==> src/inc/tws_consts.svh <==
`ifndef TWS_CONSTS_SVH
`define TWS_CONSTS_SVH
// Register byte offsets
`define TWS_OFF_CTRL 8'h00
`define TWS_OFF_ADDR 8'h04
`define TWS_OFF_LEN 8'h08
`define TWS_OFF_TX 8'h0C
`define TWS_OFF_RX 8'h10
`define TWS_OFF_STAT 8'h14
`define TWS_OFF_DIV 8'h18
// Control field positions
`define TWS_CTL_GO 0
`define TWS_CTL_TEN 1
`define TWS_CTL_RD 2
`define TWS_CTL_HOLD 3
`define TWS_CTL_STOP 4
// Status field positions
`define TWS_ST_BUSY 0
`define TWS_ST_NAK 1
`define TWS_ST_RXV 2
`define TWS_ST_TXF 3
`define TWS_ST_HELD 4
// First-byte marker of a 10-bit address
`define TWS_A10_MARK 5'h1E
// Timing: quarter bit period at standard rate, rounded down
`define TWS_CLK_HZ 40000000
`define TWS_STD_BPS 100000
`define TWS_QTR_STD (`TWS_CLK_HZ / (4 * `TWS_STD_BPS))
`endif

==> src/inc/tws_pkg.sv <==
`default_nettype none
`include "tws_consts.svh"
package tws_pkg;
  typedef enum logic [2:0] {ST_IDLE, ST_STA, ST_BITS, ST_STO, ST_WAIT, ST_HOLD} tws_st_t;
  typedef enum logic [1:0] {PH_A1, PH_A2, PH_DAT} tws_ph_t;
  typedef struct packed {
    logic m;
    logic s;
  } tws_sync_t;
  typedef struct packed {
    logic [15:0] cnt;
    logic tick;
  } tws_tick_t;
  typedef struct packed {
    tws_st_t st;
    logic [1:0] q;
    logic [3:0] bitn;
    logic [7:0] sh;
    tws_ph_t ph;
    logic rd;
    logic ten;
    logic hold;
    logic a2d;
    logic [7:0] cnt;
    logic scl_oe;
    logic sda_oe;
    logic [9:0] addr;
    logic [7:0] len;
    logic [15:0] div;
    logic [7:0] txb;
    logic txf;
    logic [7:0] rxb;
    logic rxv;
    logic nak;
    logic [31:0] prd;
  } tws_state_t;
endpackage : tws_pkg
`default_nettype wire

==> src/hw/tws_master.sv <==
`timescale 1ns/1ps
`default_nettype none
module tws_master (
  input wire logic core_clk, // Core clock
  input wire logic sys_rst, // Synchronous reset, high
  input wire logic psel, // APB select
  input wire logic penable, // APB access phase
  input wire logic pwrite, // APB direction
  input wire logic [7:0] paddr, // APB byte address
  input wire logic [31:0] pwdata, // APB write data
  output logic [31:0] prdata, // APB read data
  output logic pready, // APB ready
  output logic pslverr, // APB error on unmapped address
  input wire logic scl_i, // SCL wire level
  output logic scl_o, // SCL output value
  output logic scl_oe, // SCL pull-low enable
  input wire logic sda_i, // SDA wire level
  output logic sda_o, // SDA output value
  output logic sda_oe // SDA pull-low enable
);
  import tws_pkg::*;
  tws_state_t s_ff;
  tws_state_t nxt_s;
  logic scl_s;
  logic sda_s;
  logic tick;
  logic run;
  logic adv;
  logic wait_hi;
  logic rxd;
  logic wr_acc;
  logic rd_acc;
  logic mapped;
  logic [7:0] cntn;
  ////////////////////////////////////////////////////////////////////////////
  // Bus inputs come from another domain
  tws_sync2 u_scl_sync (
    .clk(core_clk),
    .rst(sys_rst),
    .d(scl_i),
    .q(scl_s)
  );
  tws_sync2 u_sda_sync (
    .clk(core_clk),
    .rst(sys_rst),
    .d(sda_i),
    .q(sda_s)
  );
  tws_tick u_tick (
    .clk(core_clk),
    .rst(sys_rst),
    .run(run),
    .div(s_ff.div),
    .tick(tick)
  );
  ////////////////////////////////////////////////////////////////////////////
  // Stepping; a stretched SCL holds the high quarter until the wire rises
  assign run = (s_ff.st == ST_STA) || (s_ff.st == ST_BITS) || (s_ff.st == ST_STO);
  assign wait_hi = (s_ff.st == ST_STA) ? (s_ff.q == 2'd1) : (s_ff.q == 2'd2);
  assign adv = tick && !(wait_hi && !scl_s);
  assign rxd = s_ff.rd && (s_ff.ph == PH_DAT);
  assign cntn = (s_ff.ph == PH_DAT) ? s_ff.cnt - 8'h01 : s_ff.cnt;
  // APB decode
  assign wr_acc = psel && penable && pwrite;
  assign rd_acc = psel && penable && !pwrite;
  assign mapped = (paddr == `TWS_OFF_CTRL) || (paddr == `TWS_OFF_ADDR)
    || (paddr == `TWS_OFF_LEN) || (paddr == `TWS_OFF_TX) || (paddr == `TWS_OFF_RX)
    || (paddr == `TWS_OFF_STAT) || (paddr == `TWS_OFF_DIV);
  ////////////////////////////////////////////////////////////////////////////
  // Next state: register side first, then the bit engine, then the TX refill
  always_comb
  begin
    nxt_s = s_ff;
    // Read data latched in setup so the access phase sees a flop
    if (psel && !penable && !pwrite)
    begin
      if (paddr == `TWS_OFF_CTRL)
        nxt_s.prd = {28'h000_0000, s_ff.hold, s_ff.rd, s_ff.ten, 1'b0};
      else if (paddr == `TWS_OFF_ADDR)
        nxt_s.prd = {22'h00_0000, s_ff.addr};
      else if (paddr == `TWS_OFF_LEN)
        nxt_s.prd = {24'h00_0000, s_ff.len};
      else if (paddr == `TWS_OFF_TX)
        nxt_s.prd = {24'h00_0000, s_ff.txb};
      else if (paddr == `TWS_OFF_RX)
        nxt_s.prd = {24'h00_0000, s_ff.rxb};
      else if (paddr == `TWS_OFF_STAT)
        nxt_s.prd = {27'h000_0000, (s_ff.st == ST_HOLD) || (s_ff.st == ST_WAIT),
          s_ff.txf, s_ff.rxv, s_ff.nak, s_ff.st != ST_IDLE};
      else if (paddr == `TWS_OFF_DIV)
        nxt_s.prd = {16'h0000, s_ff.div};
      else
        nxt_s.prd = 32'h0000_0000;
    end
    // Clears come before the engine so a same-cycle set wins
    if (rd_acc && paddr == `TWS_OFF_RX)
      nxt_s.rxv = 1'b0;
    if (wr_acc && paddr == `TWS_OFF_STAT && pwdata[`TWS_ST_NAK])
      nxt_s.nak = 1'b0;
    if (wr_acc && paddr == `TWS_OFF_DIV)
      nxt_s.div = pwdata[15:0];
    // Setup only between transfers, so a frame never sees it change
    if (wr_acc && (s_ff.st == ST_IDLE || s_ff.st == ST_HOLD))
    begin
      if (paddr == `TWS_OFF_ADDR)
        nxt_s.addr = pwdata[9:0];
      else if (paddr == `TWS_OFF_LEN)
        nxt_s.len = pwdata[7:0];
      else if (paddr == `TWS_OFF_CTRL)
      begin
        nxt_s.ten = pwdata[`TWS_CTL_TEN];
        nxt_s.rd = pwdata[`TWS_CTL_RD];
        nxt_s.hold = pwdata[`TWS_CTL_HOLD];
        if (pwdata[`TWS_CTL_GO])
        begin
          // From HOLD this start is a RESTART
          nxt_s.st = ST_STA;
          nxt_s.q = 2'd0;
          nxt_s.ph = PH_A1;
          nxt_s.a2d = 1'b0;
          nxt_s.cnt = s_ff.len;
          nxt_s.sda_oe = 1'b0;
          if (pwdata[`TWS_CTL_TEN])
            nxt_s.sh = {`TWS_A10_MARK, s_ff.addr[9:8], 1'b0};
          else
            nxt_s.sh = {s_ff.addr[6:0], pwdata[`TWS_CTL_RD]};
        end
        else if (pwdata[`TWS_CTL_STOP] && s_ff.st == ST_HOLD)
        begin
          nxt_s.st = ST_STO;
          nxt_s.q = 2'd0;
        end
      end
    end
    // Bit engine, one quarter per tick
    case (s_ff.st)
      ST_STA:
        if (adv)
        begin
          nxt_s.q = s_ff.q + 2'd1;
          if (s_ff.q == 2'd0)
            nxt_s.scl_oe = 1'b0;
          else if (s_ff.q == 2'd1)
            nxt_s.sda_oe = 1'b1;
          else if (s_ff.q == 2'd2)
            nxt_s.scl_oe = 1'b1;
          else
          begin
            nxt_s.st = ST_BITS;
            nxt_s.bitn = 4'd0;
          end
        end
      ST_BITS:
        if (adv)
        begin
          nxt_s.q = s_ff.q + 2'd1;
          if (s_ff.q == 2'd0)
          begin
            // Data set up while SCL is low
            if (s_ff.bitn < 4'd8)
              nxt_s.sda_oe = !rxd && !s_ff.sh[7];
            else
              nxt_s.sda_oe = rxd && (s_ff.cnt != 8'h01);
          end
          else if (s_ff.q == 2'd1)
            nxt_s.scl_oe = 1'b0;
          else if (s_ff.q == 2'd3)
          begin
            nxt_s.scl_oe = 1'b1;
            if (s_ff.bitn < 4'd8)
            begin
              // Sampled late in the high phase
              nxt_s.sh = {s_ff.sh[6:0], sda_s};
              nxt_s.bitn = s_ff.bitn + 4'd1;
            end
            else
            begin
              nxt_s.bitn = 4'd0;
              if (rxd)
              begin
                nxt_s.rxb = s_ff.sh;
                nxt_s.rxv = 1'b1;
              end
              if (!rxd && sda_s)
              begin
                // No acknowledge: abandon with STOP
                nxt_s.nak = 1'b1;
                nxt_s.st = ST_STO;
              end
              else if (s_ff.ph == PH_A1 && s_ff.ten && !s_ff.a2d)
              begin
                nxt_s.ph = PH_A2;
                nxt_s.sh = s_ff.addr[7:0];
              end
              else if (s_ff.ph == PH_A2 && s_ff.rd)
              begin
                // 10-bit read turns round with RESTART
                nxt_s.st = ST_STA;
                nxt_s.q = 2'd0;
                nxt_s.a2d = 1'b1;
                nxt_s.ph = PH_A1;
                nxt_s.sda_oe = 1'b0;
                nxt_s.sh = {`TWS_A10_MARK, s_ff.addr[9:8], 1'b1};
              end
              else
              begin
                nxt_s.ph = PH_DAT;
                nxt_s.cnt = cntn;
                if (cntn == 8'h00)
                  nxt_s.st = s_ff.hold ? ST_HOLD : ST_STO;
                else if (!s_ff.rd && s_ff.txf)
                begin
                  nxt_s.sh = s_ff.txb;
                  nxt_s.txf = 1'b0;
                end
                else if (!s_ff.rd)
                  nxt_s.st = ST_WAIT;
              end
            end
          end
        end
      ST_WAIT:
        // SCL stays low until software refills
        if (s_ff.txf)
        begin
          nxt_s.sh = s_ff.txb;
          nxt_s.txf = 1'b0;
          nxt_s.st = ST_BITS;
          nxt_s.q = 2'd0;
        end
      ST_STO:
        if (adv)
        begin
          nxt_s.q = s_ff.q + 2'd1;
          if (s_ff.q == 2'd0)
            nxt_s.sda_oe = 1'b1;
          else if (s_ff.q == 2'd1)
            nxt_s.scl_oe = 1'b0;
          else if (s_ff.q == 2'd2)
            nxt_s.sda_oe = 1'b0;
          else
            nxt_s.st = ST_IDLE;
        end
      default:
      begin
      end
    endcase
    // Refill after the engine so a new byte is never lost
    if (wr_acc && paddr == `TWS_OFF_TX)
    begin
      nxt_s.txb = pwdata[7:0];
      nxt_s.txf = 1'b1;
    end
  end
  ////////////////////////////////////////////////////////////////////////////
  // State register
  always_ff @(posedge core_clk)
  begin
    if (sys_rst)
    begin
      s_ff <= '0;
      s_ff.div <= 16'(`TWS_QTR_STD);
    end
    else
      s_ff <= nxt_s;
  end
  // Open-drain pins: only ever pull low or release
  assign scl_o = 1'b0;
  assign sda_o = 1'b0;
  assign scl_oe = s_ff.scl_oe;
  assign sda_oe = s_ff.sda_oe;
  assign prdata = s_ff.prd;
  assign pready = 1'b1;
  assign pslverr = psel && penable && !mapped;
endmodule : tws_master
`default_nettype wire

==> src/hw/tws_sync2.sv <==
`timescale 1ns/1ps
`default_nettype none
module tws_sync2 (
  input wire logic clk, // Sampling clock
  input wire logic rst, // Synchronous reset
  input wire logic d, // Asynchronous level
  output logic q // Synchronised level
);
  import tws_pkg::*;
  tws_sync_t s_ff;
  tws_sync_t nxt_s;
  // Two-stage chain; only the second stage is read
  always_comb
  begin
    nxt_s.m = d;
    nxt_s.s = s_ff.m;
  end
  // Bus idles high, so reset to released level
  always_ff @(posedge clk)
  begin
    if (rst)
      s_ff <= 2'b11;
    else
      s_ff <= nxt_s;
  end
  assign q = s_ff.s;
endmodule : tws_sync2
`default_nettype wire

==> src/hw/tws_tick.sv <==
`timescale 1ns/1ps
`default_nettype none
module tws_tick (
  input wire logic clk, // Core clock
  input wire logic rst, // Synchronous reset
  input wire logic run, // Count while high
  input wire logic [15:0] div, // Quarter period in cycles
  output logic tick // One-cycle pulse per quarter
);
  import tws_pkg::*;
  tws_tick_t s_ff;
  tws_tick_t nxt_s;
  // Reload on expiry; a zero divide is treated as one
  always_comb
  begin
    nxt_s = s_ff;
    nxt_s.tick = 1'b0;
    if (!run)
      nxt_s.cnt = 16'h0000;
    else if (s_ff.cnt + 16'h0001 >= div)
    begin
      nxt_s.cnt = 16'h0000;
      nxt_s.tick = 1'b1;
    end
    else
      nxt_s.cnt = s_ff.cnt + 16'h0001;
  end
  always_ff @(posedge clk)
  begin
    if (rst)
      s_ff <= '0;
    else
      s_ff <= nxt_s;
  end
  assign tick = s_ff.tick;
endmodule : tws_tick
`default_nettype wire

==> config.mk <==
export PLATFORM = sky130hd
export DESIGN_NAME = tws_master
export DESIGN_NICKNAME = d
export VERILOG_FILES = /design/src/inc/tws_pkg.sv /design/src/hw/tws_master.sv /design/src/hw/tws_sync2.sv /design/src/hw/tws_tick.sv
export VERILOG_INCLUDE_DIRS = /design/src /design/src/inc
export SDC_FILE = /design/constraint.sdc
export NUM_CORES = 1
export LEC_CHECK = 0
export BUFFER_PORTS_ARGS = -buffer_cell sky130_fd_sc_hd__buf_2
export CAP_MARGIN = 20
export CORE_ASPECT_RATIO = 1.75
export CORE_MARGIN = 4
export CORE_UTILIZATION = 59
export DETAILED_ROUTE_END_ITERATION = 8
export PLACE_DENSITY = 0.81
export SETUP_SLACK_MARGIN = 0.1
export SYNTH_ARGS = -nofsm -noshare
export SYNTH_HDL_FRONTEND = slang
export SYNTH_SLANG_ARGS = --single-unit
==> constraint.sdc <==
create_clock -name core_clk -period 4.2 [get_ports core_clk]
set_input_delay 0 -clock core_clk [delete_from_list [all_inputs] [get_ports core_clk]]
set_output_delay 0 -clock core_clk [all_outputs]
set_load 0.02 [all_outputs]
==> results_dict.tcl <==
set metrics [dict create \
    nets 986 \
    globalplace.congestion 0.995 \
    remaining_drc_errors 0 \
    clkTransAtPathRegs_ps 60 \
    clk_path_buf_depth 2 \
    synth_cell_types 79 \
    top_layer "met4" \
    coreArea_mm2 0.0119 \
    synth_commonest_cells "dfxtp_1, nor2_1, nand2_1" \
    status "finished, final reports clean" \
    grt_pass1_wl_um 34500 \
    die_area_mm2 0.0140 \
    synth_top_area_share_pct 34.4 \
    diodes 0 \
    routedWlPerCell_um 20.7 \
    worstMarginPinSlew_ps 923 \
    critPathMaxFanout 11 \
    fp.dieW_um 91.3 \
    h-tree-depth 4 \
    clk_latency_ps 420 \
    max_cap_violations 0 \
    cts_setup_buffers 0 \
    finalSetupViolations 0 \
    p_per_area_mw_per_mm2 341 \
    whs_ps 40.5 \
    dp_slack_ps 1080 \
    drt_iter0_drc 555 \
    end_kind "register" \
    wl_met2_um 11300 \
    cp.required_ps 4550 \
    totalWireLength_um 22000 \
    nFillCells 978 \
    post-synth-top-area-cell "dfxtp_1" \
    ys_top_cells_by_area "dfxtp_1, mux2i_1, nor2_1" \
    synth.most_common_cell "dfxtp_1" \
    dpl_cell_area_mm2 0.00726 \
    synth_area_mm2 0.00716 \
    pwr-share-clk_pct 52.6 \
    tns_ps 0 \
    pwr-share-seq_pct 42.8 \
    cts_made_buffers 17 \
    stdcell_count 1064 \
    synthToLayoutAreaGrowth_pct 12.5 \
    path_class "register to register" \
    tritoncts "done" \
    finalClockSkew_ps 7.63 \
    ctsHoldBuffers 20 \
    start_util_pct 60.0 \
    switching_share_pct 25.4 \
    fin_ws_ps 1050 \
    drv_slew 0 \
    grtUsageTotal_pct 31.1 \
    rows 53 \
    viasPerCell 6.50 \
    hold_violations 0 \
    worstPathArrival_ps 3500 \
    root_buffer "clkbuf_16" \
    grt_overflow 0 \
    rsz0062_at_grt "false" \
    power_frac_comb_pct 4.6 \
    place_inst 1011 \
    avgSynthCellArea_um2 8.13 \
    p_int_uw 2050 \
    die_y_um 154 \
    io_pins 85 \
    ys_warn_count 0 \
    wl_met3_um 1490 \
    synthArstFlopShare_pct 0 \
    syn_inst 880 \
    critPathLaunchType "register" \
    stdcell_area_mm2 0.00805 \
    synth-edff-count 0 \
    ir_drop_mv 0.290 \
    ys_seq_area_share_pct 34.4 \
    portBuffers 49 \
    dp.final_hpwl_um 15600 \
    ant_nets 0 \
    grt_pass1_vias 6779 \
    vias 6919 \
    hold_path.class "input pin to register" \
    slew_headroom_pct 38.4 \
    power_switching_uw 696 \
    grt_antenna_before_repair 0 \
    leakage_uw 0.00317 \
    grt_max_degree 69 \
    synth_seq_cells 123 \
    postCtsResizedCells 0 \
    met1_length_um 7230 \
    post-route-min-period_ps 3150 \
    drt_pre_antenna_iters 6 \
    maxClockFrequency_mhz 317 \
    post-route-period-util_pct 75.0 \
    ys.flop_type "dfxtp_1" \
    drive_above_1_share_pct 13.4 \
    cts_sinks 123 \
]
sequential cells by signal (all words and copies together), names as in the netlist:
register / count
s_ff: 84
sda_oe: 1
prdata: 16
u_sda_sync.q: 1
u_sda_sync.nxt_s: 1
u_scl_sync.nxt_s: 1
u_tick.s_ff: 16
u_tick.tick: 1
u_scl_sync.q: 1
scl_oe: 1
worst max-delay path, stage by stage, from the launching register on:
cell,delay (ps)
dfxtp_1,380
and3_1,180
and3_1,220
nand2_1,70
nor2_1,230
nand3_1,130
xnor2_1,200
ha_1,280
a21o_1,160
a21o_1,170
a21oi_1,170
o21ai_0,130
a21oi_1,280
buf_4,220
nand2_1,130
nor2b_1,150
power groups by stage:
| stage | combinational [µW] | clock [µW] | sequential (µW) |
|---|---|---|---|
| CTS | 122 | 1450 | 1170 |
| floorplan | 82.2 | 0 | 1200 |
| detailed placement | 107 | 0 | 1200 |
| global placement | 107 | 0 | 1200 |
| finish | 126 | 1440 | 1170 |
| global route | 132 | 1520 | 1170 |
metrics by stage:
step / total power [µW] / util, %
floorplan: 1280 / -
global placement: 1310 / 60.8
detailed placement: 1310 / 60.8
finish: 2740 / 67.5
global route: 2820 / 67.5
CTS: 2740 / 67.4
path summary, 6_finish.rpt:
kind                                                      from                         end  slack [ps]  cells past startpoint
worst min-delay path                                      psel         s_ff[33]$_SDFF_PP0_          40                      4
worst min register to register  u_sda_sync.nxt_s[0]$_SDFF_PP1_     u_sda_sync.q$_SDFF_PP1_         410                      1
worst max register to register       u_tick.s_ff[6]$_SDFF_PP0_  u_tick.s_ff[14]$_SDFF_PP0_        1050                     15
worst max-delay path                 u_tick.s_ff[6]$_SDFF_PP0_  u_tick.s_ff[14]$_SDFF_PP0_        1050                     15
cell usage in the layout, fill, tap and decap left out, types with 8 or more instances in the layout:
master           n
buf_4           14
nand4_1         12
nand3_1         19
clkbuf_16       17
a22oi_1         20
mux2i_1         41
nor2b_1         10
o21ai_0         37
a21o_1          10
xnor2_1         12
a21oi_1         56
conb_1          19
ha_1            25
nor2_1         108
buf_2           48
dlygate4sd3_1   20
or2_2            8
nand2_1         85
dfxtp_1        123
nor3_1          17
inv_6            8
and3_1          22
a31oi_1         19
inv_1           28
o31ai_1          9
cell type report:
cell class	instances	area, µm²	area share (%)
multi-input cells	661	4180	51.9
flip-flops and latches	123	2460	30.6
repair buffers	83	557	6.92
clock buffers	17	425	5.28
well taps	137	171	2.13
clock inverters	15	154	1.91
inverters	28	105	1.31
metal layers:
metal | GRT usage [%] | vias to the layer above
met3 | 6.51 | 128
met1 | 30.1 | 3189
met4 | 25.6 | 0
met2 | 55.5 | 395
met5 | 0 | -
li1 | - | 3207
logic make-up after synthesis:
group	share of synthesized area, %
buffers and inverters	8.20
AO/OA/AOI/OAI	20.0
other	0.105
adder cells (fa/ha/maj)	4.37
XOR/XNOR	1.84
multiplexers	6.05
flip-flops	34.4
AND/OR/NAND/NOR	25.0
(Power assumes the default switching activity.)
